## src/verilog/tdc_pkg.sv

```systemverilog
// constants, carriers and state types of the travel direction down counter
// assumes a single 20 MHz clock and a synchronous active-high reset

package tdc_pkg;

  // ****************************************
  // clock and timing
  // ****************************************
  localparam int CLK_HZ = 20000000;
  localparam int PULSE_MS = 100;
  localparam int PULSE_CYC_DEF = CLK_HZ / 1000 * PULSE_MS;

  // ****************************************
  // register byte addresses
  // ****************************************
  localparam logic [31:0] A_START = 32'h00000000;
  localparam logic [31:0] A_PWENT = 32'h00000004;
  localparam logic [31:0] A_NEWPW = 32'h00000008;
  localparam logic [31:0] A_CODED = 32'h0000000c;
  localparam logic [31:0] A_COUNT = 32'h00000010;
  localparam logic [31:0] A_TALLY = 32'h00000014;
  localparam logic [31:0] A_RESTORE = 32'h00000018;
  localparam logic [31:0] A_STATUS = 32'h0000001c;
  localparam logic [31:0] A_ISTAT = 32'h00000020;
  localparam logic [31:0] A_IMASK = 32'h00000024;
  localparam logic [31:0] A_WARN = 32'h00000028;
  localparam logic [31:0] A_ERROR = 32'h0000002c;

  // ****************************************
  // limits, display codes, reset values
  // ****************************************
  localparam logic [23:0] START_MAX = 24'hfe5d30;
  localparam logic [15:0] PW_MAX = 16'h270f;
  localparam logic [15:0] CODED_LOCKED = 16'hdc2e;
  localparam logic [15:0] CODED_OPEN = 16'h54b9;
  localparam logic [15:0] ERR_CODE = 16'h03b6;
  localparam logic [23:0] WARN_RST = 24'h0030d4;
  localparam logic [3:0] STRB_ALL = 4'hf;
  localparam logic [1:0] RESP_OKAY = 2'h0;
  localparam logic [1:0] RESP_SLVERR = 2'h2;

  // ****************************************
  // save schedule
  // ****************************************
  localparam logic [23:0] SAVE_EDGE1 = 24'h0003e8;
  localparam logic [23:0] SAVE_EDGE2 = 24'h002710;
  localparam logic [11:0] SAVE_STEP1 = 12'h064;
  localparam logic [11:0] SAVE_STEP2 = 12'h3e8;
  localparam logic [11:0] SAVE_STEP3 = 12'hbb8;

  // ****************************************
  // field positions
  // ****************************************
  localparam int ST_LOCK = 0;
  localparam int ST_ACTIVE = 1;
  localparam int ST_UNLOCK = 2;
  localparam int ST_REPL = 3;
  localparam int ST_PWSET = 4;
  localparam int IRQ_EXH = 0;
  localparam int IRQ_REPL = 1;
  localparam int IRQ_SAVE = 2;
  localparam int IRQ_REST = 3;

  // ****************************************
  // carriers and states
  // ****************************************
  typedef struct packed {
    logic awvalid;
    logic [31:0] awaddr;
    logic wvalid;
    logic [31:0] wdata;
    logic [3:0] wstrb;
    logic bready;
    logic arvalid;
    logic [31:0] araddr;
    logic rready;
  } tdc_axi_req_s;

  typedef struct packed {
    logic awready;
    logic wready;
    logic bvalid;
    logic [1:0] bresp;
    logic arready;
    logic rvalid;
    logic [31:0] rdata;
    logic [1:0] rresp;
  } tdc_axi_rsp_s;

  typedef struct packed {
    logic saveValid;
    logic [23:0] saveData;
    logic loadReq;
  } tdc_enc_out_s;

  typedef struct packed {
    logic saveReady;
    logic loadValid;
    logic [23:0] loadData;
  } tdc_enc_in_s;

  typedef enum logic {RS_IDLE, RS_WAIT} tdc_rs_e;

endpackage

```

## src/verilog/tdc_top.sv

```systemverilog
// password-protected down counter of travel direction changes
// assumes pins are asynchronous and the encoder port runs on clk
//
// What this block does
// - each travel direction reversal lowers the count by one from the start value
// - a new password of zero switches the counting off; the direction pulse keeps running
// - passwords above 9999 are refused; zero means no password
// - start values above 16.67 million are refused
// - while activated and locked the coded display shows 56366
// - configuration writes need the assigned password entered first
// - replace output closes at about one year left, holds until counter reset
// - every direction change starts or restarts the monostable pulse for external counting
// - exhausted count locks travel and reports error code 950
// - only a power cycle (reset) releases the exhaustion lock
// - each accepted start value raises the reset tally by one
// - count saved to encoder every 100, then 1000, then 3000 changes
// - password then restore on loads the encoder count into the live count

module tdc_top import tdc_pkg::*; #(
  parameter int unsigned PULSE_CYC = PULSE_CYC_DEF
) (
  // clock and reset
  input wire logic clk,
  input wire logic rst,
  // register bus
  input wire tdc_axi_req_s axiReq,
  output tdc_axi_rsp_s axiRsp,
  // drive pins
  input wire logic travelDirIn,
  input wire logic travelReqIn,
  output logic travelGrant,
  output logic driveLocked,
  output logic replaceNeeded,
  output logic directionPulseOutput,
  output logic irq,
  // absolute encoder
  output tdc_enc_out_s encOut,
  input wire tdc_enc_in_s encIn
);

  // ****************************************
  // pin synchronisers
  // ****************************************
  logic [1:0] pinRaw, pinSync;

  assign pinRaw = {travelReqIn, travelDirIn};

  for (genvar i = 0; i < 2; i++) begin : g_sync
    logic first_q, second_q;
    always_ff @(posedge clk) begin
      if (rst) begin
        first_q <= 1'b0;
        second_q <= 1'b0;
      end else begin
        first_q <= pinRaw[i];
        second_q <= first_q;
      end
    end
    assign pinSync[i] = second_q;
  end

  // ****************************************
  // bus front end
  // ****************************************
  logic wrEn, wrErr, rdErr;
  logic [31:0] wrAddr, wrData, rdAddr, rdData;
  logic [3:0] wrStrb;

  tdc_axil u_bus (
    .clk(clk),
    .rst(rst),
    .axiReq(axiReq),
    .axiRsp(axiRsp),
    .wrEn(wrEn),
    .wrAddr(wrAddr),
    .wrData(wrData),
    .wrStrb(wrStrb),
    .wrErr(wrErr),
    .rdAddr(rdAddr),
    .rdData(rdData),
    .rdErr(rdErr)
  );

  // ****************************************
  // state
  // ****************************************
  logic [23:0] cnt_q, cnt_d, startVal_q, startVal_d, warn_q, warn_d;
  logic [23:0] done_q, done_d, saveData_q, saveData_d;
  logic [15:0] tally_q, tally_d, pw_q, pw_d;
  logic [11:0] since_q, since_d, interval;
  logic [3:0] istat_q, istat_d, imask_q, imask_d, events, clrMask;
  logic unlocked_q, unlocked_d, lock_q, lock_d, replace_q, replace_d;
  logic saveV_q, saveV_d, dirPrev_q, primed_q, grant_q, grant_d;
  tdc_rs_e rs_q, rs_d;

  // ****************************************
  // decode of writes
  // ****************************************
  logic pwSet, okProt, wrFull, active, dirChange, dirStep, saveDue;
  logic startLoad, restStart, restDone, consume;
  logic [15:0] coded;

  assign pwSet = pw_q != 16'h0000;
  assign okProt = !pwSet || unlocked_q;
  assign wrFull = wrStrb == STRB_ALL;
  assign active = pwSet && startVal_q != 24'h000000;
  assign dirChange = primed_q && (pinSync[0] != dirPrev_q);
  assign dirStep = dirChange && active && cnt_q != 24'h000000 && !lock_q;
  assign restDone = rs_q == RS_WAIT && encIn.loadValid;

  always_comb begin
    startLoad = 1'b0;
    restStart = 1'b0;
    consume = 1'b0;
    clrMask = 4'h0;
    wrErr = 1'b0;
    pw_d = pw_q;
    warn_d = warn_q;
    imask_d = imask_q;
    unlocked_d = unlocked_q;
    unique case (wrAddr)
      A_START: begin
        if (okProt && wrFull && wrData[31:24] == 8'h00 && wrData[23:0] <= START_MAX) begin
          startLoad = wrEn;
          consume = wrEn;
        end else begin
          wrErr = 1'b1;
        end
      end
      A_PWENT: begin
        if (wrEn && pwSet && wrData == {16'h0000, pw_q}) begin
          unlocked_d = 1'b1;
        end
      end
      A_NEWPW: begin
        if (okProt && wrFull && wrData[31:16] == 16'h0000 && wrData[15:0] <= PW_MAX) begin
          pw_d = wrEn ? wrData[15:0] : pw_q;
          consume = wrEn;
        end else begin
          wrErr = 1'b1;
        end
      end
      A_RESTORE: begin
        if (okProt && wrFull) begin
          restStart = wrEn && wrData[0] && rs_q == RS_IDLE;
          consume = wrEn;
        end else begin
          wrErr = 1'b1;
        end
      end
      A_WARN: begin
        if (okProt && wrFull && wrData[31:24] == 8'h00) begin
          warn_d = wrEn ? wrData[23:0] : warn_q;
          consume = wrEn;
        end else begin
          wrErr = 1'b1;
        end
      end
      A_ISTAT: begin
        clrMask = wrEn ? wrData[3:0] : 4'h0;
      end
      A_IMASK: begin
        imask_d = wrEn ? wrData[3:0] : imask_q;
      end
      default: begin
        wrErr = 1'b1;
      end
    endcase
    // each accepted change spends the entry, so the next one needs it again
    if (consume) begin
      unlocked_d = 1'b0;
    end
  end

  // ****************************************
  // counter, lock, save and restore
  // ****************************************
  always_comb begin
    if (done_q < SAVE_EDGE1) begin
      interval = SAVE_STEP1;
    end else if (done_q < SAVE_EDGE2) begin
      interval = SAVE_STEP2;
    end else begin
      interval = SAVE_STEP3;
    end
  end

  assign saveDue = dirStep && (since_q + 12'h001 == interval);

  always_comb begin
    cnt_d = cnt_q;
    startVal_d = startVal_q;
    tally_d = tally_q;
    done_d = done_q;
    since_d = since_q;
    replace_d = replace_q;
    rs_d = rs_q;
    if (startLoad) begin
      cnt_d = wrData[23:0];
      startVal_d = wrData[23:0];
      tally_d = tally_q + 16'h0001;
      done_d = 24'h000000;
      since_d = 12'h000;
      replace_d = 1'b0;
    end else if (restDone) begin
      cnt_d = encIn.loadData;
    end else if (dirStep) begin
      cnt_d = cnt_q - 24'h000001;
      done_d = done_q + 24'h000001;
      since_d = saveDue ? 12'h000 : since_q + 12'h001;
    end
    if (!startLoad && active && cnt_q <= warn_q) begin
      replace_d = 1'b1;
    end
    unique case (rs_q)
      RS_IDLE: begin
        if (restStart) begin
          rs_d = RS_WAIT;
        end
      end
      RS_WAIT: begin
        if (encIn.loadValid) begin
          rs_d = RS_IDLE;
        end
      end
    endcase
  end

  assign lock_d = lock_q || (dirStep && cnt_q == 24'h000001);
  assign grant_d = pinSync[1] && !lock_d;
  // a new save overwrites a pending one, so the encoder always gets the latest count
  assign saveV_d = saveDue || (saveV_q && !encIn.saveReady);
  assign saveData_d = saveDue ? cnt_q - 24'h000001 : saveData_q;

  // ****************************************
  // interrupts
  // ****************************************
  always_comb begin
    events = 4'h0;
    events[IRQ_EXH] = lock_d && !lock_q;
    events[IRQ_REPL] = replace_d && !replace_q;
    events[IRQ_SAVE] = saveV_q && encIn.saveReady;
    events[IRQ_REST] = restDone;
    // a new event wins over a clear in the same cycle
    istat_d = (istat_q & ~clrMask) | events;
  end

  always_ff @(posedge clk) begin
    if (rst) begin
      cnt_q <= 24'h000000;
      startVal_q <= 24'h000000;
      warn_q <= WARN_RST;
      done_q <= 24'h000000;
      since_q <= 12'h000;
      saveData_q <= 24'h000000;
      tally_q <= 16'h0000;
      pw_q <= 16'h0000;
      istat_q <= 4'h0;
      imask_q <= 4'h0;
      unlocked_q <= 1'b0;
      lock_q <= 1'b0;
      replace_q <= 1'b0;
      saveV_q <= 1'b0;
      dirPrev_q <= 1'b0;
      primed_q <= 1'b0;
      grant_q <= 1'b0;
      rs_q <= RS_IDLE;
    end else begin
      cnt_q <= cnt_d;
      startVal_q <= startVal_d;
      warn_q <= warn_d;
      done_q <= done_d;
      since_q <= since_d;
      saveData_q <= saveData_d;
      tally_q <= tally_d;
      pw_q <= pw_d;
      istat_q <= istat_d;
      imask_q <= imask_d;
      unlocked_q <= unlocked_d;
      lock_q <= lock_d;
      replace_q <= replace_d;
      saveV_q <= saveV_d;
      dirPrev_q <= pinSync[0];
      primed_q <= 1'b1;
      grant_q <= grant_d;
      rs_q <= rs_d;
    end
  end

  // ****************************************
  // reads and outputs
  // ****************************************
  // coded display
  assign coded = (pwSet && !unlocked_q) ? CODED_LOCKED : CODED_OPEN;

  always_comb begin
    rdData = 32'h00000000;
    rdErr = 1'b0;
    unique case (rdAddr)
      A_START: rdData = {8'h00, startVal_q};
      A_PWENT: rdData = 32'h00000000;
      // the password itself is never readable
      A_NEWPW: rdData = 32'h00000000;
      A_CODED: rdData = {16'h0000, coded};
      A_COUNT: rdData = {8'h00, cnt_q};
      A_TALLY: rdData = {16'h0000, tally_q};
      A_RESTORE: rdData = {31'h00000000, rs_q == RS_WAIT};
      A_STATUS: begin
        rdData[ST_LOCK] = lock_q;
        rdData[ST_ACTIVE] = active;
        rdData[ST_UNLOCK] = unlocked_q;
        rdData[ST_REPL] = replace_q;
        rdData[ST_PWSET] = pwSet;
      end
      A_ISTAT: rdData = {28'h0000000, istat_q};
      A_IMASK: rdData = {28'h0000000, imask_q};
      A_WARN: rdData = {8'h00, warn_q};
      A_ERROR: rdData = lock_q ? {16'h0000, ERR_CODE} : 32'h00000000;
      default: rdErr = 1'b1;
    endcase
  end

  tdc_pulse #(.LEN(PULSE_CYC)) u_pulse (
    .clk(clk),
    .rst(rst),
    .trig(dirChange),
    .pulse(directionPulseOutput)
  );

  assign travelGrant = grant_q;
  assign driveLocked = lock_q;
  assign replaceNeeded = replace_q;
  assign irq = (istat_q & imask_q) != 4'h0;
  assign encOut = '{saveValid: saveV_q, saveData: saveData_q, loadReq: rs_q == RS_WAIT};
endmodule

```

## src/verilog/tdc_pulse.sv

```systemverilog
// monostable stretcher for the direction pulse output
// assumes trig is a one-cycle pulse on clk

module tdc_pulse import tdc_pkg::*; #(
  parameter int unsigned LEN = 2
) (
  // clock and reset
  input wire logic clk,
  input wire logic rst,
  // trigger and pulse
  input wire logic trig,
  output logic pulse
);

  localparam int W = $clog2(LEN + 1);

  logic [W-1:0] cnt_q, cnt_d;
  logic pulse_q, pulse_d;

  // a change during a running pulse restarts it, so fast reversals merge
  always_comb begin
    cnt_d = cnt_q;
    if (trig) begin
      cnt_d = W'(LEN);
    end else if (cnt_q != '0) begin
      cnt_d = cnt_q - W'(1);
    end
    pulse_d = cnt_d != '0;
  end

  always_ff @(posedge clk) begin
    if (rst) begin
      cnt_q <= '0;
      pulse_q <= 1'b0;
    end else begin
      cnt_q <= cnt_d;
      pulse_q <= pulse_d;
    end
  end

  assign pulse = pulse_q;

endmodule

```

## src/verilog/tdc_axil.sv

```systemverilog
// axi4-lite slave front end: one write and one read at a time
// assumes the owner answers wrErr, rdData and rdErr combinationally

module tdc_axil import tdc_pkg::*; (
  // clock and reset
  input wire logic clk,
  input wire logic rst,
  // bus
  input wire tdc_axi_req_s axiReq,
  output tdc_axi_rsp_s axiRsp,
  // register side write
  output logic wrEn,
  output logic [31:0] wrAddr,
  output logic [31:0] wrData,
  output logic [3:0] wrStrb,
  input wire logic wrErr,
  // register side read
  output logic [31:0] rdAddr,
  input wire logic [31:0] rdData,
  input wire logic rdErr
);

  logic awHeld_q, awHeld_d, wHeld_q, wHeld_d;
  logic [31:0] wAddr_q, wAddr_d, wData_q, wData_d;
  logic [3:0] wStrb_q, wStrb_d;
  logic bValid_q, bValid_d, rValid_q, rValid_d;
  logic [1:0] bResp_q, bResp_d, rResp_q, rResp_d;
  logic [31:0] rData_q, rData_d;
  logic awTake, wTake, arTake;

  always_comb begin
    awTake = axiReq.awvalid && !awHeld_q;
    wTake = axiReq.wvalid && !wHeld_q;
    arTake = axiReq.arvalid && !rValid_q;
    wrEn = awHeld_q && wHeld_q && !bValid_q;
    awHeld_d = (awHeld_q && !wrEn) || awTake;
    wHeld_d = (wHeld_q && !wrEn) || wTake;
    wAddr_d = awTake ? axiReq.awaddr : wAddr_q;
    wData_d = wTake ? axiReq.wdata : wData_q;
    wStrb_d = wTake ? axiReq.wstrb : wStrb_q;
    bValid_d = wrEn || (bValid_q && !axiReq.bready);
    bResp_d = wrEn ? (wrErr ? RESP_SLVERR : RESP_OKAY) : bResp_q;
    rValid_d = arTake || (rValid_q && !axiReq.rready);
    rData_d = arTake ? (rdErr ? 32'h00000000 : rdData) : rData_q;
    rResp_d = arTake ? (rdErr ? RESP_SLVERR : RESP_OKAY) : rResp_q;
  end

  always_ff @(posedge clk) begin
    if (rst) begin
      awHeld_q <= 1'b0;
      wHeld_q <= 1'b0;
      wAddr_q <= 32'h00000000;
      wData_q <= 32'h00000000;
      wStrb_q <= 4'h0;
      bValid_q <= 1'b0;
      bResp_q <= RESP_OKAY;
      rValid_q <= 1'b0;
      rResp_q <= RESP_OKAY;
      rData_q <= 32'h00000000;
    end else begin
      awHeld_q <= awHeld_d;
      wHeld_q <= wHeld_d;
      wAddr_q <= wAddr_d;
      wData_q <= wData_d;
      wStrb_q <= wStrb_d;
      bValid_q <= bValid_d;
      bResp_q <= bResp_d;
      rValid_q <= rValid_d;
      rResp_q <= rResp_d;
      rData_q <= rData_d;
    end
  end

  assign wrAddr = wAddr_q;
  assign wrData = wData_q;
  assign wrStrb = wStrb_q;
  assign rdAddr = axiReq.araddr;
  assign axiRsp = '{awready: !awHeld_q, wready: !wHeld_q, bvalid: bValid_q, bresp: bResp_q,
                    arready: !rValid_q, rvalid: rValid_q, rdata: rData_q, rresp: rResp_q};

endmodule

```

## config.mk

```make
export PLATFORM = sky130hd
export DESIGN_NAME = tdc_top
export DESIGN_NICKNAME = d
export VERILOG_FILES = /design/src/verilog/tdc_pkg.sv /design/src/verilog/tdc_top.sv /design/src/verilog/tdc_pulse.sv /design/src/verilog/tdc_axil.sv
export SDC_FILE = /design/constraint.sdc
export NUM_CORES = 1
export LEC_CHECK = 0
export ABC_CLOCK_PERIOD_IN_PS = 3100
export BUFFER_PORTS_ARGS = -buffer_cell sky130_fd_sc_hd__buf_2
export CORE_MARGIN = 2
export CORE_UTILIZATION = 45
export DETAILED_ROUTE_END_ITERATION = 16
export GPL_TIMING_DRIVEN = 0
export PLACE_DENSITY = 0.73
export REMOVE_ABC_BUFFERS = 1
export SETUP_SLACK_MARGIN = 0.5
export SYNTH_ARGS = -nofsm -noshare
export SYNTH_HDL_FRONTEND = slang
export SYNTH_HIERARCHICAL = 1
export SYNTH_SLANG_ARGS = --single-unit
```

## constraint.sdc

```tcl
create_clock -name clk -period 3.1 [get_ports clk]
set_input_delay 0.465 -clock clk [delete_from_list [all_inputs] [get_ports clk]]
set_output_delay 0.465 -clock clk [all_outputs]
set_load 0.01 [all_outputs]
```

==> results.json <==
{
  "top_layer_used": "met5",
  "overflow": 0,
  "initial_core_util": 0.453,
  "required_ns": 3.47,
  "antenna_found_initial": 4,
  "cp-end-kind": "flip-flop",
  "setup_slack_ns": 0.388,
  "ys_warn_count": 6,
  "yosysMostFrequentCell": "dfxtp_1",
  "synthesis.instances": 1948,
  "drt_iter0_markers": 1674,
  "cap_violations": 0,
  "critPathLaunchType": "flip-flop",
  "drv_slew": 0,
  "dpl_cell_area_um2": 16900,
  "cts_buffers": 36,
  "cts-root-buf": "clkbuf_16",
  "tritoncts": "yes",
  "rsz0062_at_grt": "true",
  "crit_fanout": 7,
  "worst-slew-pin-transition_ns": 1.17,
  "route.met3.wl_um": 5050,
  "wl_met1_um": 21600,
  "grt_pass1_wl_um": 78400,
  "synth_top_area_frac": 0.391,
  "vias": 15800,
  "wl_per_cell_um": 20.3,
  "syn_area_per_cell_um2": 8.20,
  "postRouteWirelength_um": 53400,
  "ys_ff_latch": 312,
  "synth_edf_count": 0,
  "coreArea_um2": 35300,
  "areaGrowthSynthToFinish_pct": 25.5,
  "peakVddDrop_mv": 0.390,
  "powerDensity_nw_per_um2": 517,
  "io_buffers": 204,
  "drc": 0,
  "core.rowCount": 69,
  "drt_first_pass_iters": 9,
  "crit_arrival_ns": 3.08,
  "design_area_um2": 20100,
  "dieArea_um2": 37000,
  "ys_types": 78,
  "place.gp.congestion": 0.933,
  "clock-sinks": 312,
  "tns_ns": 0,
  "path_clk_slew_ns": 0.06,
  "postRouteAntennaNets": 0,
  "max-clock-path-buffers": 3,
  "critPathKind": "reg2reg",
  "grt_max_degree": 146,
  "finalSetupViolations": 0,
  "min_path_type": "in2reg",
  "synthArstFlopShare": 0,
  "p_leak_uw": 0.00834,
  "die_w_um": 192,
  "slew_headroom": 0.218,
  "viasPerCell": 6.02,
  "fin_crit_ns": 2.71,
  "finalCritPeriodShare": 0.875,
  "hold_viol": 0,
  "yosys-top-cells-count": "dfxtp_1, nand2_1, a21oi_1",
  "grt_usage": 0.267,
  "dp_hpwl_um": 32900,
  "status": "finished clean",
  "cts-htree-levels": 2,
  "die_h_um": 192,
  "ioPinCount": 207,
  "ys_seq_area_frac": 0.391,
  "dr_wl_met2_um": 24000,
  "final_nets": 2315,
  "cts_hold_buf": 0,
  "diodes": 0,
  "yosys.area.top_type": "dfxtp_1",
  "clk_latency_ns": 0.54,
  "synth_ff_type": "dfxtp_1",
  "fmax_mhz": 369,
  "syn_area_um2": 16000,
  "post-place-ws_ns": -1.13,
  "clock_skew_ns": 0.0224,
  "drive_gt1_frac": 0.256,
  "synth.top_cells.by_area": "dfxtp_1, nand2_1, a21oi_1, mux2i_1, nor2_1",
  "grt_pass1_vias": 14500
}
==> layer usage <==
metal,track usage,vias up
met3,0.0500,211
met4,0.122,8
li1,-,7266
met1,0.350,7435
met5,0,-
met2,0.428,908
==> worst max-delay path, stage by stage, from the launching register on <==
cell,delay (ns)
dfxtp_1,0.37
and3_1,0.22
and3_1,0.27
a211oi_2,0.39
nand4_1,0.22
a2111o_1,0.51
buf_6,0.14
nor2_4,0.17
clkbuf_16,0.20
a211oi_2,0.06
==> layout make-up <==
class                   instances  area [um2]
fillers                      3073       15300
clock buffers                  50        1020
clock inverters                 8        97.6
flip-flops and latches        312        6290
inverters                      48         183
repair buffers                317        2230
well taps                     461         577
multi-input cells            1434        9650
==> power by group <==
| group | internal, uW | leakage (uW) | switching [uW] |
|---|---|---|---|
| clock | 2390 | 0.000552 | 1700 |
| combinational | 826 | 0.00525 | 1010 |
| sequential | 4180 | 0.00254 | 268 |
| total | 7390 | 0.00834 | 2980 |
==> per-stage QoR <==
step | hold WS (ns) | util | power [uW] | instances
2_1_floorplan | 0.414 | - | 5480 | 1786
3_3_place_gp | 0.426 | 0.473 | 5970 | 2451
3_5_place_dp | 0.424 | 0.480 | 6000 | 2462
4_1_cts | 0.135 | 0.543 | 10200 | 2579
5_1_grt | 0.147 | 0.568 | 10800 | 2630
6_report | 0.144 | 0.568 | 10400 | 2630
==> registers in the layout, indices dropped and copies added (netlist names), 12 cells and up <==
name	cells
u_bus/rData_q	32
warn_q	24
startVal_q	24
since_q	12
u_bus/wrAddr	32
saveData_q	24
cnt_q	24
u_pulse/cnt_q	21
pw_q	16
done_q	24
u_bus/wrData	32
tally_q	16
==> path summary, 6_finish.rpt <==
path / startpoint / slack [ns] / cells past startpoint / to
setup / recovery: done_q[6] / 0.39 / 9 / saveData_q[16]
hold / removal: travelReqIn / 0.14 / 2 / g_sync[1].first_q
setup reg to reg: done_q[6] / 0.39 / 9 / saveData_q[16]
hold reg to reg: g_sync[0].first_q / 0.44 / 1 / g_sync[0].second_q
==> cell families after synthesis <==
group | Yosys count | share of synthesized area
adders and majority gates | 32 | 0.0249
other | 2 | 0.000470
AOI/OAI and AO/OA | 386 | 0.156
muxes | 69 | 0.0443
and+or+nand+nor | 813 | 0.251
DFF | 312 | 0.391
buffers and inverters | 218 | 0.0689
xor gates and xnor gates | 116 | 0.0636
==> timing repair <==
item / in CTS / in global routing
endpoints found under the hold margin: 0 / 0
setup buffers: 48 / 46
endpoints found under the setup margin: 189 / 177
resized for setup: 107 / 98
pin swaps: 30 / 49
gates cloned: 11 / 5
==> cell usage in the layout, fill, tap and decap left out, types with 9 or more instances in the layout <==
cell,Yosys,final
buf_2,25,203
a21oi_2,0,13
a222oi_1,11,11
a211oi_2,19,28
nor3_1,28,20
mux2i_1,64,63
nor2b_1,17,14
a21o_1,12,12
xor2_1,57,55
nor4_4,0,13
nand2b_1,11,9
nand2_1,305,296
buf_4,49,80
xnor2_1,59,59
nor4_2,4,10
o21ai_0,50,42
clkbuf_16,0,39
dfxtp_1,312,288
nand3_1,42,38
and3_1,17,15
a21oi_1,200,187
inv_1,48,46
conb_1,2,10
or3_1,24,21
nand4_1,48,48
nor4_1,71,52
ha_1,31,28
a211o_1,12,11
buf_6,9,11
nor2_1,158,154
nand3b_1,36,36
or4_1,12,9
nor3_4,0,9
dfxtp_2,0,17
(Power assumes the default switching activity.)
